--- config.mk ---
export PLATFORM = sky130hd
export DESIGN_NAME = alarm_status_register
export DESIGN_NICKNAME = d
export VERILOG_FILES = /design/src/alarm_pkg.sv /design/src/alarm_status_register.sv /design/src/die_overheat_detect.sv /design/src/persistence_counter.sv
export VERILOG_INCLUDE_DIRS = /design/src
export SDC_FILE = /design/constraint.sdc
export NUM_CORES = 1
export LEC_CHECK = 0
export BUFFER_PORTS_ARGS = -buffer_cell sky130_fd_sc_hd__buf_2
export CORE_ASPECT_RATIO = 1.25
export CORE_UTILIZATION = 46
export DETAILED_ROUTE_END_ITERATION = 8
export HOLD_SLACK_MARGIN = 0.1
export PLACE_DENSITY = 0.68
export SETUP_SLACK_MARGIN = 0.1
export SLEW_MARGIN = 20
export SYNTH_ARGS = -nofsm -noshare
export SYNTH_HDL_FRONTEND = slang
export SYNTH_SLANG_ARGS = --single-unit
--- constraint.sdc ---
create_clock -name clk -period 2.4 [get_ports clk]
set_input_delay 0.24 -clock clk [delete_from_list [all_inputs] [get_ports clk]]
set_output_delay 0.24 -clock clk [all_outputs]
set_load 0.05 [all_outputs]
--- src/alarm_params.svh ---
// Function
// - every input and every enabled temperature result is checked on each conversion cycle
// - a flag sets only after N consecutive out-of-range evaluations
// - an in-range result before N keeps the flag clear and restarts counting
// - held flags stay set until the cause is gone and status is read
// - held flags clear only by read after cause clears, or by reset; bit 2 also clears while local is off
// - status read clears flags; ones still out of limit stay set
// - with hold disabled each flag follows its condition directly
// - status is read-only at 4Fh, resets 0000h, bits 15, 1, 0 read zero
// - bit 14 flags input 0 or pair 0/1, bit 12 input 2 or pair 2/3
// - bit 13 flags input 1, bit 11 flags input 3 out of range
// - bit 10 flags local under low bound, bit 9 local over high bound
// - local temperature flags only checked while local sensor enabled
// - bits 8 and 7 flag remote A under and over, when enabled
// - bits 6 and 5 flag remote B under and over, when enabled
// - bits 4 and 3 flag remote A and B sensor faults, when enabled
// - bit 2 sets at die 150 C, clears with 8 C hysteresis, zero if local off
// - enabled set flags in bits 14 to 3 pull the active-low alarm output low; bit 2 does not
// - hold disable is control bit 2, resetting to zero for latched default
`ifndef ALARM_PARAMS_SVH
`define ALARM_PARAMS_SVH

// register indices; byte address is four times the index
`define IDX_ALARM_FLAGS 8'h4F
`define IDX_ALARM_CONTROL 8'h4E
`define IDX_IRQ_STATUS 8'h60
`define IDX_IRQ_MASK 8'h61
`define IDX_SOFT_RESET 8'h7C

`define ALARM_FLAGS_RESET 16'h0000
`define ALARM_CONTROL_RESET 16'h0000
`define FLAGS_VALID_MASK 16'h7FFC
`define CONTROL_VALID_MASK 16'h7FFC

// flag bit positions
`define BIT_INPUT0 14
`define BIT_INPUT1 13
`define BIT_INPUT2 12
`define BIT_INPUT3 11
`define BIT_LOCAL_UNDER 10
`define BIT_LOCAL_OVER 9
`define BIT_REMOTE_A_UNDER 8
`define BIT_REMOTE_A_OVER 7
`define BIT_REMOTE_B_UNDER 6
`define BIT_REMOTE_B_OVER 5
`define BIT_REMOTE_A_FAULT 4
`define BIT_REMOTE_B_FAULT 3
`define BIT_DIE_OVERHEAT 2
`define BIT_HOLD_DISABLE 2
`define BIT_SOFT_RESET 0

// die temperature in whole degrees C
`define DIE_SET_C 150
`define DIE_HYST_C 8

`endif

--- src/alarm_pkg.sv ---
package alarm_pkg;

    typedef logic [15:0] flag_word_t;

    typedef enum logic [2:0] {
        SEL_NONE = 3'h0,
        SEL_FLAGS = 3'h1,
        SEL_CONTROL = 3'h3,
        SEL_IRQ_STATUS = 3'h2,
        SEL_IRQ_MASK = 3'h6,
        SEL_SOFT_RESET = 3'h7
    } reg_sel_t;

endpackage

--- src/alarm_status_register.sv ---
// The Avalon-MM interface to the registers was left to the implementer.
`timescale 1ns/1ps
`default_nettype none
`include "alarm_params.svh"

module alarm_status_register #(
    parameter int CNT_W = 4,
    parameter int TEMP_W = 10
) (
    input wire logic clk,                          // 100 MHz system clock
    input wire logic rst,                          // sync reset, high
    input wire logic [9:0] address,                // avalon byte address
    input wire logic read,                         // avalon read
    input wire logic write,                        // avalon write
    input wire logic [31:0] writedata,             // avalon write data
    input wire logic [3:0] byteenable,             // avalon byte lanes
    output logic [31:0] readdata,                  // avalon read data
    output logic waitrequest,                      // avalon stall
    input wire logic eval_strobe,                  // conversion cycle result ready
    input wire logic [3:0] input_out_of_range,     // inputs 0..3 beyond limits
    input wire logic local_under,                  // local below low bound
    input wire logic local_over,                   // local above high bound
    input wire logic remote_a_under,               // remote a below low bound
    input wire logic remote_a_over,                // remote a above high bound
    input wire logic remote_b_under,               // remote b below low bound
    input wire logic remote_b_over,                // remote b above high bound
    input wire logic remote_a_fault,               // remote a open or short
    input wire logic remote_b_fault,               // remote b open or short
    input wire logic local_sensor_enable,          // local sensor on
    input wire logic remote_a_enable,              // remote a on
    input wire logic remote_b_enable,              // remote b on
    input wire logic signed [TEMP_W-1:0] die_temp, // die temperature, degrees C
    input wire logic [CNT_W-1:0] persist_n,        // consecutive count n
    output logic alarm_n,                          // alarm output, low active
    output logic irq                               // interrupt, high level
);

    ////////////////////////////////////////////////////////////////////////////
    // registers and bus state

    alarm_pkg::flag_word_t flags;
    alarm_pkg::flag_word_t control;
    alarm_pkg::flag_word_t irq_status;
    alarm_pkg::flag_word_t irq_mask;
    alarm_pkg::flag_word_t next_flags;
    alarm_pkg::flag_word_t cond;
    alarm_pkg::flag_word_t qualified;
    alarm_pkg::flag_word_t next_control;
    logic [`BIT_INPUT0:`BIT_DIE_OVERHEAT] src_qualified;
    alarm_pkg::reg_sel_t sel;
    logic ack;
    logic req;
    logic done;
    logic rd_clear;
    logic soft_clr;
    logic hold_dis;
    logic die_hot;
    logic [15:0] wmask;

    assign hold_dis = control[`BIT_HOLD_DISABLE];
    assign wmask = {{8{byteenable[1]}}, {8{byteenable[0]}}};

    ////////////////////////////////////////////////////////////////////////////
    // avalon slave: one wait cycle on every access

    assign req = read || write;
    assign waitrequest = req && !ack;
    assign done = req && ack;

    always_ff @(posedge clk) begin
        if (rst) begin
            ack <= 1'b0;
        end else begin
            ack <= req && !ack;
        end
    end

    always_comb begin
        if (address[1:0] != 2'h0) begin
            sel = alarm_pkg::SEL_NONE;
        end else if (address[9:2] == `IDX_ALARM_FLAGS) begin
            sel = alarm_pkg::SEL_FLAGS;
        end else if (address[9:2] == `IDX_ALARM_CONTROL) begin
            sel = alarm_pkg::SEL_CONTROL;
        end else if (address[9:2] == `IDX_IRQ_STATUS) begin
            sel = alarm_pkg::SEL_IRQ_STATUS;
        end else if (address[9:2] == `IDX_IRQ_MASK) begin
            sel = alarm_pkg::SEL_IRQ_MASK;
        end else if (address[9:2] == `IDX_SOFT_RESET) begin
            sel = alarm_pkg::SEL_SOFT_RESET;
        end else begin
            sel = alarm_pkg::SEL_NONE;
        end
    end

    // data captured in the wait cycle, before the read side effect
    always_ff @(posedge clk) begin
        if (rst) begin
            readdata <= 32'h0000_0000;
        end else if (read && !ack) begin
            case (sel)
                alarm_pkg::SEL_FLAGS: readdata <= {16'h0000, flags};
                alarm_pkg::SEL_CONTROL: readdata <= {16'h0000, control};
                alarm_pkg::SEL_IRQ_STATUS: readdata <= {16'h0000, irq_status};
                alarm_pkg::SEL_IRQ_MASK: readdata <= {16'h0000, irq_mask};
                default: readdata <= 32'h0000_0000;
            endcase
        end
    end

    assign rd_clear = done && read && (sel == alarm_pkg::SEL_FLAGS);
    assign soft_clr = done && write && (sel == alarm_pkg::SEL_SOFT_RESET) && byteenable[0]
        && writedata[`BIT_SOFT_RESET];

    ////////////////////////////////////////////////////////////////////////////
    // control register

    always_comb begin
        if (soft_clr) begin
            next_control = `ALARM_CONTROL_RESET;
        end else if (done && write && sel == alarm_pkg::SEL_CONTROL) begin
            next_control = (control & ~wmask) | (writedata[15:0] & wmask & `CONTROL_VALID_MASK);
        end else begin
            next_control = control;
        end
    end

    always_ff @(posedge clk) begin
        if (rst) begin
            control <= `ALARM_CONTROL_RESET;
        end else begin
            control <= next_control;
        end
    end

    ////////////////////////////////////////////////////////////////////////////
    // source conditions

    // all sources checked at each strobe
    always_comb begin
        cond = '0;
        // inputs 0 and 2, single or pair
        cond[`BIT_INPUT0] = input_out_of_range[0];
        cond[`BIT_INPUT2] = input_out_of_range[2];
        cond[`BIT_INPUT1] = input_out_of_range[1];
        cond[`BIT_INPUT3] = input_out_of_range[3];
        cond[`BIT_LOCAL_UNDER] = local_under && local_sensor_enable;
        cond[`BIT_LOCAL_OVER] = local_over && local_sensor_enable;
        cond[`BIT_REMOTE_A_UNDER] = remote_a_under && remote_a_enable;
        cond[`BIT_REMOTE_A_OVER] = remote_a_over && remote_a_enable;
        cond[`BIT_REMOTE_B_UNDER] = remote_b_under && remote_b_enable;
        cond[`BIT_REMOTE_B_OVER] = remote_b_over && remote_b_enable;
        cond[`BIT_REMOTE_A_FAULT] = remote_a_fault && remote_a_enable;
        cond[`BIT_REMOTE_B_FAULT] = remote_b_fault && remote_b_enable;
        // die overheat only with local on
        cond[`BIT_DIE_OVERHEAT] = die_hot && local_sensor_enable;
    end

    die_overheat_detect #(
        .TEMP_W(TEMP_W)
    ) u_die (
        .clk(clk),
        .rst(rst),
        .eval(eval_strobe),
        .enable(local_sensor_enable),
        .temp(die_temp),
        .hot(die_hot)
    );

    assign qualified = {1'b0, src_qualified, 2'b00};

    genvar g;
    generate
        for (g = `BIT_DIE_OVERHEAT; g <= `BIT_INPUT0; g++) begin : g_src
            persistence_counter #(
                .CNT_W(CNT_W)
            ) u_cnt (
                .clk(clk),
                .rst(rst),
                .clear(soft_clr),
                .eval(eval_strobe),
                .cond(cond[g]),
                .n(persist_n),
                .qualified(src_qualified[g])
            );
        end
    endgenerate

    ////////////////////////////////////////////////////////////////////////////
    // status flags

    always_comb begin
        if (hold_dis) begin
            next_flags = qualified;
        end else if (rd_clear) begin
            next_flags = qualified | (flags & qualified);
        end else begin
            next_flags = qualified | flags;
        end
        if (!local_sensor_enable) begin
            next_flags[`BIT_DIE_OVERHEAT] = 1'b0;
        end
        next_flags = next_flags & `FLAGS_VALID_MASK;
    end

    always_ff @(posedge clk) begin
        if (rst || soft_clr) begin
            flags <= `ALARM_FLAGS_RESET;
        end else begin
            flags <= next_flags;
        end
    end

    // enabled flags drive the alarm low
    always_ff @(posedge clk) begin
        if (rst) begin
            alarm_n <= 1'b1;
        end else begin
            alarm_n <= !(|(next_flags[`BIT_INPUT0:`BIT_REMOTE_B_FAULT]
                & next_control[`BIT_INPUT0:`BIT_REMOTE_B_FAULT]));
        end
    end

    ////////////////////////////////////////////////////////////////////////////
    // interrupt: flag rise is sticky, write one to clear

    always_ff @(posedge clk) begin
        if (rst || soft_clr) begin
            irq_status <= 16'h0000;
        end else if (done && write && sel == alarm_pkg::SEL_IRQ_STATUS) begin
            irq_status <= (irq_status & ~(writedata[15:0] & wmask)) | (next_flags & ~flags);
        end else begin
            irq_status <= irq_status | (next_flags & ~flags);
        end
    end

    always_ff @(posedge clk) begin
        if (rst) begin
            irq_mask <= 16'h0000;
        end else if (done && write && sel == alarm_pkg::SEL_IRQ_MASK) begin
            irq_mask <= (irq_mask & ~wmask) | (writedata[15:0] & wmask & `FLAGS_VALID_MASK);
        end
    end

    assign irq = |(irq_status & irq_mask);

    ////////////////////////////////////////////////////////////////////////////
    // checks

    chk_reserved_zero: assert property (@(posedge clk) disable iff (rst)
        (flags[15] || flags[1] || flags[0]) == 1'b0)
        else $error("reserved status bit set");

    chk_unlatched_follow: assert property (@(posedge clk) disable iff (rst)
        (hold_dis && !soft_clr) |=> flags[14:3] == $past(qualified[14:3]))
        else $error("unheld flag does not follow its condition");

    chk_latched_hold: assert property (@(posedge clk) disable iff (rst)
        (!hold_dis && !soft_clr && !rd_clear) |=> (flags[14:3] & $past(flags[14:3])) == $past(flags[14:3]))
        else $error("held flag dropped without read");

    chk_read_clear: assert property (@(posedge clk) disable iff (rst)
        (!hold_dis && rd_clear && !soft_clr) |=> flags[14:3] == $past(qualified[14:3]))
        else $error("status read did not clear resolved flags");

    chk_local_ignored: assert property (@(posedge clk) disable iff (rst)
        (!local_sensor_enable && eval_strobe) |=> qualified[10:9] == 2'b00)
        else $error("local flag source counted while disabled");

    chk_die_disabled: assert property (@(posedge clk) disable iff (rst)
        !local_sensor_enable |=> !flags[`BIT_DIE_OVERHEAT])
        else $error("overheat flag set with local sensor off");

    chk_alarm_output: assert property (@(posedge clk) disable iff (rst)
        (|(flags[14:3] & control[14:3])) |-> !alarm_n)
        else $error("enabled flag set but alarm output high");

    chk_latch_default: assert property (@(posedge clk)
        $past(rst) |-> !hold_dis)
        else $error("hold disable not zero after reset");

    chk_wait_one: assert property (@(posedge clk) disable iff (rst)
        waitrequest |=> !waitrequest)
        else $error("access stalled more than one cycle");

endmodule

`default_nettype wire

--- src/die_overheat_detect.sv ---
`timescale 1ns/1ps
`default_nettype none
`include "alarm_params.svh"

module die_overheat_detect #(
    parameter int TEMP_W = 10
) (
    input wire logic clk,                        // system clock
    input wire logic rst,                        // sync reset, high
    input wire logic eval,                       // one evaluation done
    input wire logic enable,                     // local sensor on
    input wire logic signed [TEMP_W-1:0] temp,   // die temperature, degrees C
    output logic hot                             // overheat with hysteresis
);

    localparam logic signed [TEMP_W-1:0] SET_LEVEL = TEMP_W'(`DIE_SET_C);
    localparam logic signed [TEMP_W-1:0] CLR_LEVEL = TEMP_W'(`DIE_SET_C - `DIE_HYST_C);

    // set at threshold, clear below hysteresis
    always_ff @(posedge clk) begin
        if (rst) begin
            hot <= 1'b0;
        end else if (!enable) begin
            hot <= 1'b0;
        end else if (eval) begin
            if (temp >= SET_LEVEL) begin
                hot <= 1'b1;
            end else if (temp < CLR_LEVEL) begin
                hot <= 1'b0;
            end
        end
    end

    chk_hyst_hold: assert property (@(posedge clk) disable iff (rst)
        (hot && eval && enable && temp >= CLR_LEVEL) |=> hot)
        else $error("overheat dropped inside hysteresis band");

endmodule

`default_nettype wire

--- src/persistence_counter.sv ---
`timescale 1ns/1ps
`default_nettype none

module persistence_counter #(
    parameter int CNT_W = 4
) (
    input wire logic clk,              // system clock
    input wire logic rst,              // sync reset, high
    input wire logic clear,            // soft reset pulse
    input wire logic eval,             // one evaluation done
    input wire logic cond,             // source out of range
    input wire logic [CNT_W-1:0] n,    // consecutive count needed
    output logic qualified             // out of range n times in a row
);

    logic [CNT_W-1:0] count;
    logic [CNT_W-1:0] n_eff;

    // zero is taken as one
    assign n_eff = (n == '0) ? CNT_W'(1) : n;

    always_ff @(posedge clk) begin
        if (rst || clear) begin
            count <= '0;
            qualified <= 1'b0;
        end else if (eval) begin
            if (!cond) begin
                count <= '0;
                qualified <= 1'b0;
            end else if (count < n_eff) begin
                count <= count + CNT_W'(1);
                qualified <= (count + CNT_W'(1)) >= n_eff;
            end
        end
    end

    chk_count_restart: assert property (@(posedge clk) disable iff (rst)
        (eval && !cond) |=> (!qualified && count == '0))
        else $error("count not restarted on in-range result");

    chk_qualify_at_n: assert property (@(posedge clk) disable iff (rst)
        (eval && cond && !clear && count == n_eff - CNT_W'(1)) |=> qualified)
        else $error("source not qualified at count n");

endmodule

`default_nettype wire
After elaboration in Yosys (flattened, before gate mapping)
Index checks and enable logic that the tools add are counted.
{"block": "classes", "n_eq_ne": 23, "bitwise": 18, "n_addsub": 13, "reduce_logical": 46, "magnitude_cmp": 28, "mux": 68}
{"operator": "$mux 4", "n": 27}
{"operator": "$and 16x16->16", "n": 5}
{"operator": "$pmux 16 s4", "n": 1}
{"operator": "$mux 15", "n": 4}
{"operator": "$add 4x1->4 const B", "n": 13}
{"operator": "$ge 4x4->1", "n": 13}
{"operator": "$lt 4x4->1", "n": 13}
{"operator": "$eq 8x7->1 const B", "n": 5}
{"operator": "$not 16->16", "n": 2}
{"operator": "$or 16x15->16", "n": 2}
{"operator": "$or 16x16->16", "n": 2}
{"operator": "$or 15x15->15", "n": 2}
{"operator": "$mux 1", "n": 29}
{"operator": "$reduce_and 2->1", "n": 14}
{"operator": "$logic_and 1x1->1", "n": 21}
{"operator": "$mux 3", "n": 6}
{"operator": "$ne 2x2->1 const B", "n": 9}
{"operator": "$and 15x16->16", "n": 1}
{"operator": "$mux 16", "n": 1}
{"operator": "$not 15->16", "n": 1}
{"operator": "$reduce_or 16->1", "n": 1}
{"operator": "$and 15x15->15", "n": 1}
{"operator": "$and 12x12->12", "n": 1}
{"operator": "$reduce_or 12->1", "n": 1}
{"operator": "other kinds (12)", "n": 21}
{"block": "totals", "word_cells": 231, "regBits": 161, "in_bits": 80}

Logic depth before layout (Yosys ltp)
{"block": "depth", "word_depth": 15, "ltp_mapped": 10, "mapped_depth_nobuf": 10}

Cells and area by module
Synthesis repeated with hierarchy kept, for this count alone.
{"block": "unflattened", "cells_unflattened": 1164, "area_unflattened_um2": 10503.8}
{"module": "persistence_counter", "area_each_um2": 505.5, "seq_area_each_um2": 100.1, "instances": 13, "cells_per_inst": 56}
{"module": "alarm_status_register", "area_each_um2": 3833.7, "seq_area_each_um2": 1581.5, "instances": 1, "cells_per_inst": 425}
{"module": "die_overheat_detect", "area_each_um2": 98.8, "seq_area_each_um2": 20.0, "instances": 1, "cells_per_inst": 11}

Least setup slack after synthesis
Ideal clock, no wire load.
{"block": "synth_timing", "kind": "input port to flip-flop", "startpoint": "input persist_n[3]", "endpoint": "register g_src[11].u_cnt.count[1]", "arrival_ns": 2.529, "path_stages": 10, "n_path_buf": 0, "slack_ns": -0.246, "setup_ns": 0.117, "cell_sequence": "inv_1 a31o_2 ha_1 nor2b_1 o21a_1 o21a_1 o21ai_0 nand2_1 mux2i_1 nor2_1"}
{"block": "synth_between", "elab_chain_cells": 5}
{"element": "start, declared", "line_no": "alarm_status_register.sv:33", "source": "input wire logic [CNT_W-1:0] persist_n,"}
{"element": "$logic_not 4->1", "line_no": "persistence_counter.sv:20", "source": "assign n_eff = (n == '0) ? CNT_W'(1) : n;"}
{"element": "$mux 4 (*)", "line_no": "persistence_counter.sv:20"}
{"element": "$lt 4x4->1 (*)", "line_no": "persistence_counter.sv:30", "source": "end else if (count < n_eff) begin"}
{"element": "$ne 2x1->1 (no line) (*)"}
{"element": "$reduce_and 2->1 (no line) (*)"}
{"element": "end signal, assigned", "line_no": "persistence_counter.sv:31", "source": "count <= count + CNT_W'(1);"}
{"element": "end, declared", "line_no": "persistence_counter.sv:16", "source": "logic [CNT_W-1:0] count;"}
Every way passes the cells marked *; elsewhere a longest branch is shown, timed or not.
A chain may end at the register's enable or synchronous reset.

Final worst setup path
{"block": "layout_timing", "startpoint": "register ack", "endpoint": "register alarm_n"}
{"block": "layout_between", "elab_chain_cells": 9}
{"element": "start, declared", "line_no": "alarm_status_register.sv:51", "source": "logic ack;"}
{"element": "start signal, assigned", "line_no": "alarm_status_register.sv:74", "source": "ack <= req && !ack;"}
{"element": "$logic_and 1x1->1 (*)", "line_no": "alarm_status_register.sv:68", "source": "assign done = req && ack;"}
{"element": "$logic_and 1x1->1", "line_no": "alarm_status_register.sv:112, alarm_status_register.sv:121"}
{"element": "$logic_and 1x1->1 (3 in series)", "line_no": "alarm_status_register.sv:112", "source": "assign soft_clr = done && write && (sel == alarm_pkg::SEL_SOFT_RESET) && byteenable[0]"}
{"element": "$mux 15", "line_no": "alarm_status_register.sv:119", "source": "if (soft_clr) begin"}
{"element": "$and 12x12->12 (*)", "line_no": "alarm_status_register.sv:219", "source": "alarm_n <= !(|(next_flags[`BIT_INPUT0:`BIT_REMOTE_B_FAULT]"}
{"element": "$reduce_or 12->1 (*)", "line_no": "alarm_status_register.sv:219"}
{"element": "$logic_not 1->1 (*)", "line_no": "alarm_status_register.sv:219"}
{"element": "end signal, assigned", "line_no": "alarm_status_register.sv:219"}
{"element": "end, declared", "line_no": "alarm_status_register.sv:34", "source": "output logic alarm_n,"}
Marks and branches as above.

==> results.py <==
metrics = {
    "status": {
        "outcome": "finished, final reports clean",
    },
    "clocking": {
        "clkLatencyLatePin_ns": 0.42,
        "cts_max_path_buffers": 2,
        "clock-sinks": 145,
        "cts.htree.levels": 4,
        "cts_tree": "done",
        "clockRootBuffer": "clkbuf_16",
        "numCtsBuffers": 17,
        "clkTransAtPathRegs_ns": 0.06,
    },
    "finish": {
        "final_core_util_pct": 55.5,
        "layout_commonest_cell": "dfxtp_1",
        "drive_gt1_share_pct": 17.6,
        "final_cell_mix": "dfxtp_1 (145), nor2_1 (121), ha_1 (117)",
        "multi_input_area_sq_um": 5750,
        "regArea_sq_um": 2900,
        "post-route-cell-area_sq_um": 10500,
        "nets": 1306,
        "area_growth_pct": 17.1,
        "fillers": 1708,
    },
    "placed_design": {
        "port_buffers": 79,
        "placed_area_sq_um": 9830,
        "place_hpwl_mm": 15.1,
        "place_congestion": 0.830,
    },
    "critical_path": {
        "crit_slowest_cell": "dfxtp_1",
        "arrival_ns": 2.45,
        "critPathCaptureType": "flop",
        "slowest_delay_ns": 0.41,
        "cp-start-kind": "flop",
        "required_ns": 2.74,
        "r2r_cells": 7,
        "cp_max_fo": 6,
        "path_cells": "nand3_1 -> nor4bb_2 -> buf_4 -> mux2_1 -> a22oi_1 -> nand4_1 -> o31ai_1",
        "critical_path_class": "flop to flop",
    },
    "logic_synthesis": {
        "syn-cell-area_sq_um": 8960,
        "synth.avg_cell_area_sq_um": 9.03,
        "yosysUniqueCellTypes": 58,
        "ys_seq_area_share_pct": 32.4,
        "synth_top_area_share_pct": 32.4,
        "synth_area_leaders": "dfxtp_1 (32%), ha_1 (16%), mux2i_1 (7.7%), nor2_1 (5.1%), a21oi_1 (3.6%)",
        "yosys.area.top_type": "dfxtp_1",
        "syn_inst": 992,
        "synth-seq-cells": 145,
        "async_reset_ff_share_pct": 0,
        "ys.warnings.count": 0,
        "synth_edf_count": 0,
        "ys.flop_type": "dfxtp_1",
    },
    "route": {
        "drt_wl_total_mm": 20.7,
        "ant_nets": 0,
        "routedWlPerCell_um": 15.3,
        "viasPerCell": 5.39,
        "first_pass_iters": 4,
        "vias": 7303,
        "drc": 0,
        "first_iter_violations": 289,
    },
    "power": {
        "peakVddDrop_mv": 0.458,
        "p_per_area_nw_per_um2": 538,
        "finalPower_mw": 5.64,
        "p_leak_nw": 4.78,
    },
    "timing": {
        "hold_viol": 0,
        "rsz0062_at_grt": "false",
        "min_period_ns": 2.11,
        "fin_skew_ns": 0.00613,
        "maxSlewViolCount": 0,
        "worstMarginPinSlew_ns": 0.614,
        "period_share_pct": 87.9,
        "relSlewSlack_pct": 59.1,
        "setup_viol": 0,
        "max_freq_ghz": 0.474,
    },
    "global_routing": {
        "grt_pass1_wl_mm": 34.4,
        "antenna_found_initial": 1,
        "grt_max_degree": 43,
        "grt_pass1_vias": 6957,
        "overflow": 0,
        "track_usage_pct": 21.6,
    },
    "die": {
        "std_cell_rows": 56,
        "die_w_um": 127,
        "die_area_sq_um": 20000,
        "initial_core_util_pct": 47.4,
        "die_h_um": 158,
        "ios": 115,
        "core-area_sq_um": 18900,
    },
    "min_path": {
        "hold_depth": 2,
        "worstHoldPathType": "input port to flop",
    },
    "flow_run": {
        "max_cap_viol_count": 0,
    },
}
==> layer usage <==
metal  routed length [um]  part of all wire [%]  global-route usage (%)
met1                 9300                    45                    25.9
met2                10400                    50                    39.3
met3                  588                   2.8                    3.41
met4                  361                   1.7                    7.09
met5                    0                     0                       0
==> state kept, by name, indices dropped and copies added (netlist names), named ones only <==
| signal | count |
|---|---|
| ack | 1 |
| alarm_n | 1 |
| control | 15 |
| flags | 13 |
| g_src.u_cnt.count | 52 |
| g_src.u_cnt.qualified | 13 |
| irq_mask | 3 |
| irq_status | 16 |
| readdata | 16 |
| u_die.hot | 1 |
==> power breakdown <==
part           switching [mW]  internal [mW]
registers              0.0285           2.43
logic                   0.355          0.216
clock network            1.06           1.55
==> synth_stat cells, drive strengths merged (10+ instances only) <==
library cell and n:
mux2i 69, nor2b 39, buf 35, nand2b 31, a221o 13, dfxtp 145, or3 10, o21ai 37
ha 117, a21boi 13, nand3 24, mux2 17, and3 13, and2 20, clkbuf 15, inv 29
xor2 13, xnor2 13, nand4 15, nand2 51, nor2 123, a21oi 64, a22oi 21
==> final timing paths <==
path                               start  slack, ns                     endpoint
max                       ack$_SDFF_PP0_       0.29           alarm_n$_SDFF_PP1_
min                                  rst        0.1          flags[2]$_SDFF_PP0_
max reg2reg               ack$_SDFF_PP0_       0.29           alarm_n$_SDFF_PP1_
min reg2reg  irq_status[15]$_SDFFE_PP0P_       0.46  irq_status[15]$_SDFFE_PP0P_
==> layout make-up <==
type / instances / share of cell area, %
Timing Repair Buffer: 133 / 8.20
Antenna cell: 1 / 0.0238
Tap cell: 232 / 2.77
Sequential cell: 145 / 27.7
Clock buffer: 19 / 4.22
Multi-Input combinational cell: 783 / 54.7
Clock inverter: 12 / 1.28
Inverter: 29 / 1.11
==> critical path: cells and delay by family (launching register included) <==
| kind | cells | cell delay [ns] |
|---|---|---|
| buf+inv | 1 | 0.19 |
| mux | 1 | 0.37 |
| flops | 1 | 0.41 |
| compound gates | 2 | 0.49 |
| simple gates | 3 | 0.56 |
==> kinds of logic (layout without fill, tap and decap cells) <==
logic type / after synthesis / after routing / synth area share (%)
and+or+nand+nor: 350 / 350 / 20.3
AOI/OAI and AO/OA: 188 / 188 / 13.8
DFF: 145 / 145 / 32.4
adders and majority gates: 117 / 117 / 16.3
muxes: 86 / 86 / 9.84
buffers and inverters: 79 / 193 / 4.71
xor gates and xnor gates: 26 / 26 / 2.54
other: 1 / 17 / 0.0418
==> per-stage QoR <==
step	cells	TNS (ns)	hold slack, ns	setup slack (ns)
2_1_floorplan	1007	0	0.327	0.149
3_3_place_gp	1313	0	0.418	0.0286
3_5_place_dp	1313	-0.000398	0.423	-0.000398
4_1_cts	1353	0	0.101	0.286
5_1_grt	1354	0	0.102	0.137
6_report	1354	0	0.0999	0.290
==> what timing repair did <==
| action | 4_1_cts | 5_1_grt |
|---|---|---|
| endpoints found under the hold margin | 9 | 0 |
| resized for setup | 0 | 0 |
| hold buffers | 9 | 0 |
| buffers inserted | 0 | 0 |
No activity file was read; power rests on OpenSTA's default activity.
